File: config.mk
export PLATFORM = sky130hd
export DESIGN_NAME = scpt_top
export DESIGN_NICKNAME = d
export VERILOG_FILES = /design/src/core/scpt_pkg.sv /design/src/core/scpt_div.sv /design/src/core/scpt_top.sv
export VERILOG_INCLUDE_DIRS = /design/src /design/src/core
export SDC_FILE = /design/constraint.sdc
export NUM_CORES = 1
export LEC_CHECK = 0
export ABC_CLOCK_PERIOD_IN_PS = 4700
export BUFFER_PORTS_ARGS = -buffer_cell sky130_fd_sc_hd__buf_4
export CAP_MARGIN = 20
export CORE_MARGIN = 2
export CORE_UTILIZATION = 54
export DETAILED_ROUTE_END_ITERATION = 10
export PLACE_DENSITY = 0.81
export SETUP_SLACK_MARGIN = 0.05
export SYNTH_ARGS = -nofsm -noshare
export SYNTH_HDL_FRONTEND = slang
export SYNTH_HIERARCHICAL = 1
export SYNTH_SLANG_ARGS = --single-unit
export TNS_END_PERCENT = 5
File: constraint.sdc
create_clock -name pclk -period 4.7 [get_ports pclk]
set_clock_uncertainty 0.15 [all_clocks]
set_input_delay 0.94 -clock pclk [delete_from_list [all_inputs] [get_ports pclk]]
set_output_delay 0.94 -clock pclk [all_outputs]
set_load 0.01 [all_outputs]
File: src/core/scpt_defs.svh
// offsets, field positions, reset values and timing counts of the clock prescale and trim block
`ifndef SCPT_DEFS_SVH
`define SCPT_DEFS_SVH

// ----------------------------------------------------------------
// register indices (byte address is four times the index)
// ----------------------------------------------------------------
`define SCPT_IDX_PRESCALE   10'h061
`define SCPT_IDX_TRIM       10'h066
`define SCPT_IDX_TOSC       10'h067

// ----------------------------------------------------------------
// field positions and values
// ----------------------------------------------------------------
`define SCPT_PCE_BIT        7
`define SCPT_PCE_UNLOCK     8'h80
`define SCPT_PS_RST_NODIV   4'h0
`define SCPT_PS_RST_DIV8    4'h3
`define SCPT_PS_MAX         4'h8
`define SCPT_TRIM_RANGE_BIT 7
`define SCPT_TOSC_EN_BIT    0
`define SCPT_TOSC_EXT_BIT   1
`define SCPT_STAT_TOSC_BIT  4
`define SCPT_STAT_RUN_BIT   5

// ----------------------------------------------------------------
// start-up delay codes
// ----------------------------------------------------------------
`define SCPT_SDS_BROWNOUT   2'h0
`define SCPT_SDS_FAST       2'h1
`define SCPT_SDS_SLOW       2'h2

// ----------------------------------------------------------------
// timing
// ----------------------------------------------------------------
`define SCPT_CLK_HZ         20000000
`define SCPT_T_FAST_US      4000
`define SCPT_T_SLOW_US      65000
`define SCPT_RESET_CK       21'h00000E
`define SCPT_WAKE_CK        21'h000006
`define SCPT_PCE_TIMEOUT    3'h4

`endif

File: src/core/scpt_pkg.sv
// types shared by the clock prescale and trim block
`default_nettype none
package scpt_pkg;

    // apb request from the master
    typedef struct packed {
        logic        psel;
        logic        penable;
        logic        pwrite;
        logic [11:0] paddr;
        logic [31:0] pwdata;
    } scpt_apb_req_t;

    // apb answer to the master
    typedef struct packed {
        logic [31:0] prdata;
        logic        pready;
        logic        pslverr;
    } scpt_apb_rsp_t;

    // clock enables of the divided domains
    typedef struct packed {
        logic io;
        logic adc;
        logic cpu;
        logic flash;
    } scpt_clk_en_t;

    typedef enum logic [2:0] {
        SCPT_BOOT_LOAD,
        SCPT_BOOT_DELAY,
        SCPT_RUN,
        SCPT_SLEEP,
        SCPT_WAKE
    } scpt_boot_e;

    // divider state
    typedef struct packed {
        logic [7:0] cnt;
        logic [3:0] act;
        logic       lvl;
    } scpt_div_st_t;

    // main block state
    typedef struct packed {
        scpt_boot_e  boot;
        logic [20:0] dly;
        logic        pce;
        logic [2:0]  pce_cnt;
        logic [3:0]  ps;
        logic [7:0]  trim;
        logic        tosc_en;
        logic        ext_en;
        logic [31:0] rdata;
    } scpt_main_st_t;

endpackage : scpt_pkg
`default_nettype wire

File: src/core/scpt_div.sv
// glitch-free power-of-two divider producing a tick and a square level
`timescale 1ns/100ps
`default_nettype none
`include "scpt_defs.svh"

module scpt_div
    import scpt_pkg::*;
(
    input  wire logic       clk,
    input  wire logic       rst_n,
    input  wire logic [3:0] code,
    output logic            tick,
    output logic            level,
    output logic            factor_one
);
    scpt_div_st_t s_r;
    scpt_div_st_t s_nxt;
    logic [3:0]   req;
    logic [8:0]   span;
    logic [8:0]   span_nxt;
    logic [7:0]   limit;

    // reserved codes clamped
    // reserved codes run at the largest factor
    assign req   = (code > `SCPT_PS_MAX) ? `SCPT_PS_MAX : code;
    assign span  = 9'h001 << s_r.act;
    assign limit = 8'(span - 9'h001);
    assign tick  = (s_r.cnt == limit);
    assign level = s_r.lvl;
    assign factor_one = (s_r.act == 4'h0);

    // switch at period end
    // a new factor is adopted only at the end of a whole period
    always_comb
    begin
        s_nxt = s_r;
        if (tick)
        begin
            s_nxt.cnt = 8'h00;
            s_nxt.act = req;
        end
        else
        begin
            s_nxt.cnt = s_r.cnt + 8'h01;
        end
        span_nxt  = 9'h001 << s_nxt.act;
        s_nxt.lvl = ({1'b0, s_nxt.cnt} < {1'b0, span_nxt[8:1]});
    end

    always_ff @(posedge clk or negedge rst_n)
    begin
        if (!rst_n)
            s_r <= '0;
        else
            s_r <= s_nxt;
    end

endmodule : scpt_div
`default_nettype wire

File: src/core/scpt_top.sv
// system clock prescaler, start-up timing, clock output and rc trim
//
// Register access over APB was left to the implementer.
`timescale 1ns/100ps
`default_nettype none
`include "scpt_defs.svh"


// ----------------------------------------------------------------
// block notes
// ----------------------------------------------------------------
// the clock pin shows pclk itself in reset and at factor one,
// so it keeps toggling before the divider has a count to show
// at larger factors the pin is the divider's square level,
// high for the first half of each divided period
// reserved select codes are stored and read back as written,
// but the divider runs them at its largest factor
// the change window counts cpu enable pulses, not source cycles,
// so at a large factor it stays open for a long time
// a second unlock write inside the window is dropped on purpose
// a select write with the window shut is dropped silently
// a select write in the timeout cycle still lands, since the
// write decode comes after the timeout in the next-state logic
// start-up and wake delays count source cycles of pclk
// reserved start-up code 11 takes the longest delay
// read data is captured in the setup cycle and held until the
// next read, so the bus always sees zero wait states
// trim and select field are reloaded on every reset, so software
// must repeat its own settings after a reset
// the timer register is a local addition holding the timer
// oscillator enables and two status bits

module scpt_top
    import scpt_pkg::*;
#(
    parameter int FAST_DLY_CYC = `SCPT_T_FAST_US * (`SCPT_CLK_HZ / 1000000),
    parameter int SLOW_DLY_CYC = `SCPT_T_SLOW_US * (`SCPT_CLK_HZ / 1000000)
)
(
    input  wire logic          pclk,
    input  wire logic          presetn,
    input  wire scpt_apb_req_t apb_req,
    output scpt_apb_rsp_t      apb_rsp,
    input  wire logic [1:0]    startup_delay_select,
    input  wire logic          clock_output_fuse,
    input  wire logic          divide_by_eight_fuse,
    input  wire logic [7:0]    factory_trim,
    input  wire logic          sleep_req,
    input  wire logic          rc_osc_selected,
    input  wire logic          timer_osc_input,
    input  wire logic          timer_xtal_level,
    input  wire logic          gpio_out,
    input  wire logic          gpio_oe,
    output scpt_clk_en_t       clk_en,
    output logic               cpu_ready,
    output logic               clock_out_pin_o,
    output logic               clock_out_pin_oe,
    output logic               trim_range_bit,
    output logic [6:0]         trim_fine,
    output logic               timer_osc_enable,
    output logic               async_ext_clock_active,
    output logic               timer_osc_clock
);

    // ----------------------------------------------------------------
    // declarations
    // ----------------------------------------------------------------
    localparam logic [20:0] FAST_CYC = 21'(FAST_DLY_CYC);
    localparam logic [20:0] SLOW_CYC = 21'(SLOW_DLY_CYC);

    // state copy and divider taps
    scpt_main_st_t s_r;
    scpt_main_st_t s_nxt;
    logic          div_tick;
    logic          div_level;
    logic          div_one;
    logic          cpu_tick;
    // bus decode
    logic          wr;
    logic          rd_setup;
    logic [9:0]    idx;
    logic          hit_ps;
    logic          hit_trim;
    logic          hit_tosc;
    logic          hit_any;
    logic [7:0]    wbyte;
    // start-up delay and pin helper
    logic [20:0]   extra;
    logic          sys_clk_level;

    // ----------------------------------------------------------------
    // divider
    // ----------------------------------------------------------------

    scpt_div scpt_div_inst (
        .clk        (pclk),
        .rst_n      (presetn),
        .code       (s_r.ps),
        .tick       (div_tick),
        .level      (div_level),
        .factor_one (div_one)
    );

    assign cpu_tick     = div_tick & (s_r.boot == SCPT_RUN);
    assign clk_en.io    = cpu_tick;
    assign clk_en.adc   = cpu_tick;
    assign clk_en.cpu   = cpu_tick;
    assign clk_en.flash = cpu_tick;
    assign cpu_ready    = (s_r.boot == SCPT_RUN);

    // ----------------------------------------------------------------
    // clock output pin
    // ----------------------------------------------------------------

    // divided clock forwarded, source clock when undivided
    assign sys_clk_level = (!presetn || div_one) ? pclk : div_level;

    // fuse overrides the pin, also in reset
    assign clock_out_pin_o  = clock_output_fuse ? sys_clk_level : gpio_out;
    assign clock_out_pin_oe = clock_output_fuse | gpio_oe;

    // ----------------------------------------------------------------
    // trim and timer oscillator outputs
    // ----------------------------------------------------------------

    assign trim_range_bit = s_r.trim[`SCPT_TRIM_RANGE_BIT];
    assign trim_fine      = s_r.trim[6:0];

    // timer oscillator gated by rc system clock
    assign timer_osc_enable = s_r.tosc_en & rc_osc_selected;
    // external clock on timer input only when enabled
    assign async_ext_clock_active = timer_osc_enable & s_r.ext_en;
    assign timer_osc_clock = async_ext_clock_active ? timer_osc_input : timer_xtal_level;

    // ----------------------------------------------------------------
    // apb decode
    // ----------------------------------------------------------------

    // address decode on word index
    assign idx      = apb_req.paddr[11:2];
    assign hit_ps   = (idx == `SCPT_IDX_PRESCALE);
    assign hit_trim = (idx == `SCPT_IDX_TRIM);
    assign hit_tosc = (idx == `SCPT_IDX_TOSC);
    assign hit_any  = hit_ps | hit_trim | hit_tosc;
    assign wr       = apb_req.psel & apb_req.penable & apb_req.pwrite;
    assign rd_setup = apb_req.psel & ~apb_req.penable & ~apb_req.pwrite;
    assign wbyte    = apb_req.pwdata[7:0];

    // zero-wait answer, error on unmapped access
    assign apb_rsp.pready  = 1'b1;
    assign apb_rsp.pslverr = apb_req.psel & apb_req.penable & ~hit_any;
    assign apb_rsp.prdata  = s_r.rdata;

    // ----------------------------------------------------------------
    // start-up delay selection
    // ----------------------------------------------------------------

    always_comb
    begin
        case (startup_delay_select)
            `SCPT_SDS_BROWNOUT: extra = 21'h000000;
            `SCPT_SDS_FAST:     extra = FAST_CYC;
            `SCPT_SDS_SLOW:     extra = SLOW_CYC;
            default:            extra = SLOW_CYC;  // reserved code
        endcase
    end

    // ----------------------------------------------------------------
    // next state
    // ----------------------------------------------------------------

    // boot sequencing, registers and read data
    always_comb
    begin
        s_nxt = s_r;

        // boot and sleep sequencing
        case (s_r.boot)
            // load fuses, trim and the delay count
            SCPT_BOOT_LOAD:
            begin
                s_nxt.ps   = divide_by_eight_fuse ? `SCPT_PS_RST_DIV8 : `SCPT_PS_RST_NODIV;
                s_nxt.trim = factory_trim;
                s_nxt.dly  = `SCPT_RESET_CK + extra - 21'h000001;
                s_nxt.boot = SCPT_BOOT_DELAY;
            end
            // count out the start-up delay
            SCPT_BOOT_DELAY:
            begin
                if (s_r.dly == 21'h000000)
                    s_nxt.boot = SCPT_RUN;
                else
                    s_nxt.dly = s_r.dly - 21'h000001;
            end
            // normal running, divided enables live
            SCPT_RUN:
            begin
                if (sleep_req)
                    s_nxt.boot = SCPT_SLEEP;
            end
            // enables held off until the wake request
            SCPT_SLEEP:
            begin
                if (!sleep_req)
                begin
                    s_nxt.dly  = `SCPT_WAKE_CK - 21'h000001;
                    s_nxt.boot = SCPT_WAKE;
                end
            end
            // count out the wake delay
            SCPT_WAKE:
            begin
                if (s_r.dly == 21'h000000)
                    s_nxt.boot = SCPT_RUN;
                else
                    s_nxt.dly = s_r.dly - 21'h000001;
            end
            // unused codes restart the boot
            default:
            begin
                s_nxt.boot = SCPT_BOOT_LOAD;
            end
        endcase

        if (s_r.pce && cpu_tick)
        begin
            if (s_r.pce_cnt == 3'h1)
                s_nxt.pce = 1'b0;
            s_nxt.pce_cnt = s_r.pce_cnt - 3'h1;
        end

        // register writes
        if (wr && hit_ps)
        begin
            if (wbyte == `SCPT_PCE_UNLOCK)
            begin
                if (!s_r.pce)
                begin
                    // set only with other bits zero
                    s_nxt.pce     = 1'b1;
                    s_nxt.pce_cnt = `SCPT_PCE_TIMEOUT;
                end
            end
            else if (!wbyte[`SCPT_PCE_BIT] && s_r.pce)
            begin
                s_nxt.ps  = wbyte[3:0];
                s_nxt.pce = 1'b0;
                s_nxt.pce_cnt = 3'h0;
            end
        end
        if (wr && hit_trim)
        begin
            s_nxt.trim = wbyte;
        end
        if (wr && hit_tosc)
        begin
            s_nxt.tosc_en = wbyte[`SCPT_TOSC_EN_BIT];
            s_nxt.ext_en  = wbyte[`SCPT_TOSC_EXT_BIT];
        end

        // read data captured in the setup cycle
        if (rd_setup)
        begin
            s_nxt.rdata = 32'h00000000;
            // prescale enable and select
            if (hit_ps)
            begin
                s_nxt.rdata[`SCPT_PCE_BIT] = s_r.pce;
                s_nxt.rdata[3:0]           = s_r.ps;
            end
            // trim byte
            if (hit_trim)
            begin
                s_nxt.rdata[7:0] = s_r.trim;
            end
            // timer control and status
            if (hit_tosc)
            begin
                s_nxt.rdata[`SCPT_TOSC_EN_BIT]   = s_r.tosc_en;
                s_nxt.rdata[`SCPT_TOSC_EXT_BIT]  = s_r.ext_en;
                s_nxt.rdata[`SCPT_STAT_TOSC_BIT] = timer_osc_enable;
                s_nxt.rdata[`SCPT_STAT_RUN_BIT]  = cpu_ready;
            end
        end
    end

    // ----------------------------------------------------------------
    // state register
    // ----------------------------------------------------------------

    // all block state
    always_ff @(posedge pclk or negedge presetn)
    begin
        if (!presetn)
        begin
            // constants only: boot restarts from the load state
            s_r      <= '0;
            s_r.boot <= SCPT_BOOT_LOAD;
        end
        else
        begin
            s_r <= s_nxt;
        end
    end

endmodule : scpt_top
`default_nettype wire

==> results.ini <==
[yosys]
yosys-top-cells-area = dfrtp_1, buf_4, nand2_1
synth_ff_type = dfrtp_1
syn_avg_cell_area_sq_um = 8.77
syn_inst = 521
yosysSeqAreaShare_pct = 34.5
yosys_warnings = 6
ys_types = 74
asyncSetResetFlopFracSynth_pct = 100
netlist.area_leader.share_pct = 34.5
netlist_area_sq_um = 4570
synth-seq-cells = 63
synth_top_area_cell = dfrtp_1
synth_edf_count = 0

[sta]
setup_tns_ns = 0
final-hold-violation-count = 0
tightestPinTransition_ns = 0.827
setup_violations = 0
finalMaxSlewViolations = 0
rsz0062_at_grt = no
fin_crit_sh_pct = 93.7
period_needed_ns = 4.40
slew_headroom_pct = 44.6
clock.fmax_mhz = 227

[finish]
final_common_cell = buf_4
final_cell_mix = buf_4, dfrtp_1, nand2_1, nor2_1, a21oi_1
antenna_cells_inserted = 0
syn_to_final_growth_pct = 10.5
drive_gt1_share_pct = 20.6
nNetsFinal = 638

[pwr]
peakVddDrop_v = 0.000202
power_density_nw_per_um2 = 396
p_int_uw = 1250
seq_power_share_pct = 39.7
clock_power_share_pct = 27.2
power_frac_comb_pct = 33.1
p_leak_uw = 0.00224
power.switching_uw = 744
finalPower_uw = 2000
p_sw_share_pct = 37.3

[global_routing]
grtUsageTotal_pct = 24.3
antenna_found_initial = 0
grt_overflow = 0
grt_pass1_vias = 3589
grt_pass1_wl_um = 16900
grt_max_degree = 64

[placement]
portBuffers = 67
hpwlAfterDp_um = 7830
routabilityCongestion = 0.858

[critical_path]
reg2reg_to = scpt_div_inst/level
cp-start-kind = flop
crit_path_end_kind = primary output
r2r_slack_ns = 0.59
criticalPathCategory = reg2out
path_max_fanout = 14
path_buf_inv = 2
cp-startpoint = scpt_div_inst/s_r[4]
endpoint = clk_en[2]
crit_family = simple AND/OR/NAND/NOR gates
path_cells = nor4_4, inv_1, ha_1, or4_4, a21o_1, o221ai_2, nor4b_2, and2_1, buf_4
critPathMaxStageDelay_ns = 0.59
worst_path_max_delay_cell = or4_4
cp_num_cells = 9
r2r_start = scpt_div_inst/s_r[4]
critPathArrivalTime_ns = 3.31
ff2ff_path_depth = 14
crit_required_ns = 3.61

[die]
io_pins = 119
die_w_um = 96.0
die_y_um = 96.0
design.die.area_sq_um = 9210
initial_core_util_pct = 55.6
num_rows = 33
core_sq_um = 8220

[cts]
clk_pin_slew_ns = 0.07
clock_latency_ns = 0.46
cts_tree = done

[outcome]
status = complete, no violations

[route]
drt-total-wl_um = 10700
vias = 3954
drt_iter0_drc = 294
drcViolationCount = 0
vias_per_cell = 5.91
routedWlPerCell_um = 16.0
first_pass_iters = 7
route.antenna.remaining_nets = 0

[hold_path]
min_path_cells = 2
holdCritPathClass = reg2reg

[job]
drv_cap = 0

==> metal layers <==
metal	share of wire [%]	up-vias	routed length [um]	global-route usage, %
met5	0	-	0	0
met4	2.4	0	257	11.4
met3	5.6	27	598	7.60
met2	50	128	5370	37.5
met1	42	1901	4450	31.3
li1	-	1898	-	-
==> state kept, by name, summed over array words and instances (netlist names) <==
name / cells
apb_rsp: 8
s_r: 34
scpt_div_inst/level: 1
scpt_div_inst/s_r: 12
trim_fine: 7
trim_range_bit: 1
==> worst min-delay path by stage <==
stage | from | endpoint | slack, ns
floorplan | apb_rsp[8] | apb_rsp[8] | 0.29
global placement | apb_rsp[8] | apb_rsp[8] | 0.31
detailed placement | apb_rsp[8] | apb_rsp[8] | 0.32
CTS | apb_rsp[8] | apb_rsp[8] | 0.34
global route | apb_rsp[8] | apb_rsp[8] | 0.35
finish | apb_rsp[8] | apb_rsp[8] | 0.33
==> tightest hold or removal path, cell delays in order (launching register included) <==
cell	delay (ns)
dfrtp_1	0.35
nand2_1	0.05
nand2_1	0.05
==> final cells by class <==
class,instances,area (sq um)
Fill cell,701,3170
Multi-Input combinational cell,400,2540
Sequential cell,63,1580
Timing Repair Buffer,68,510
Clock buffer,14,176
Tap cell,105,131
Clock inverter,6,61.3
Inverter,13,48.8
==> synth_stat cells, types with 5 or more instances <==
master and instances:
o21ai_0 26, xor2_1 9, nor3_1 12, inv_1 13, dfrtp_1 63, nor2_1 52
ha_1 12, buf_4 48, nor4_1 9, nand3_1 16, and3_1 6, buf_2 7
mux2i_1 7, nand4_1 7, a31oi_1 15, nand2_1 56, o22ai_1 5, nor4b_1 7
clkbuf_1 6, xnor2_1 5, nand2b_1 8, and2_1 6, a21oi_1 30
==> through the flow <==
| stage | cells | setup WS, ns | cell area [sq um] | hold WS, ns | util [%] |
|---|---|---|---|---|---|
| floorplan | 544 | 1.02 | 4650 | 0.290 | - |
| global placement | 650 | 0.645 | 4810 | 0.307 | 58.5 |
| detailed placement | 650 | 0.569 | 4810 | 0.321 | 58.5 |
| CTS | 669 | 0.181 | 5040 | 0.338 | 61.4 |
| global route | 669 | 0.106 | 5050 | 0.353 | 61.4 |
| finish | 669 | 0.296 | 5050 | 0.332 | 61.4 |
==> power by group through the flow <==
stage	logic [uW]	registers [uW]	clock network [uW]
finish	661	794	543
global route	744	814	585
CTS	663	790	557
detailed placement	656	799	15.3
global placement	623	792	15.3
floorplan	593	727	10.0
==> cells by family after synthesis <==
group                      Yosys count  synth area share [%]
buffers and inverters               81                  11.9
xor gates and xnor gates            14                  2.68
adders and majority gates           12                  3.29
AOI/OAI and AO/OA                  120                  17.8
muxes                               11                  2.52
other                                2                 0.164
and+or+nand+nor                    218                  27.1
DFF                                 63                  34.5
==> what timing repair did <==
action                                  4_1_cts  5_1_grt
endpoints found under the hold margin         0        0
endpoints found under the setup margin        4        4
setup buffers                                 0        0
hold buffers                                  0        0
pin swaps                                     0        0
gates resized for setup                       1        2
cloned                                        0        0
(Power assumes the default switching activity.)
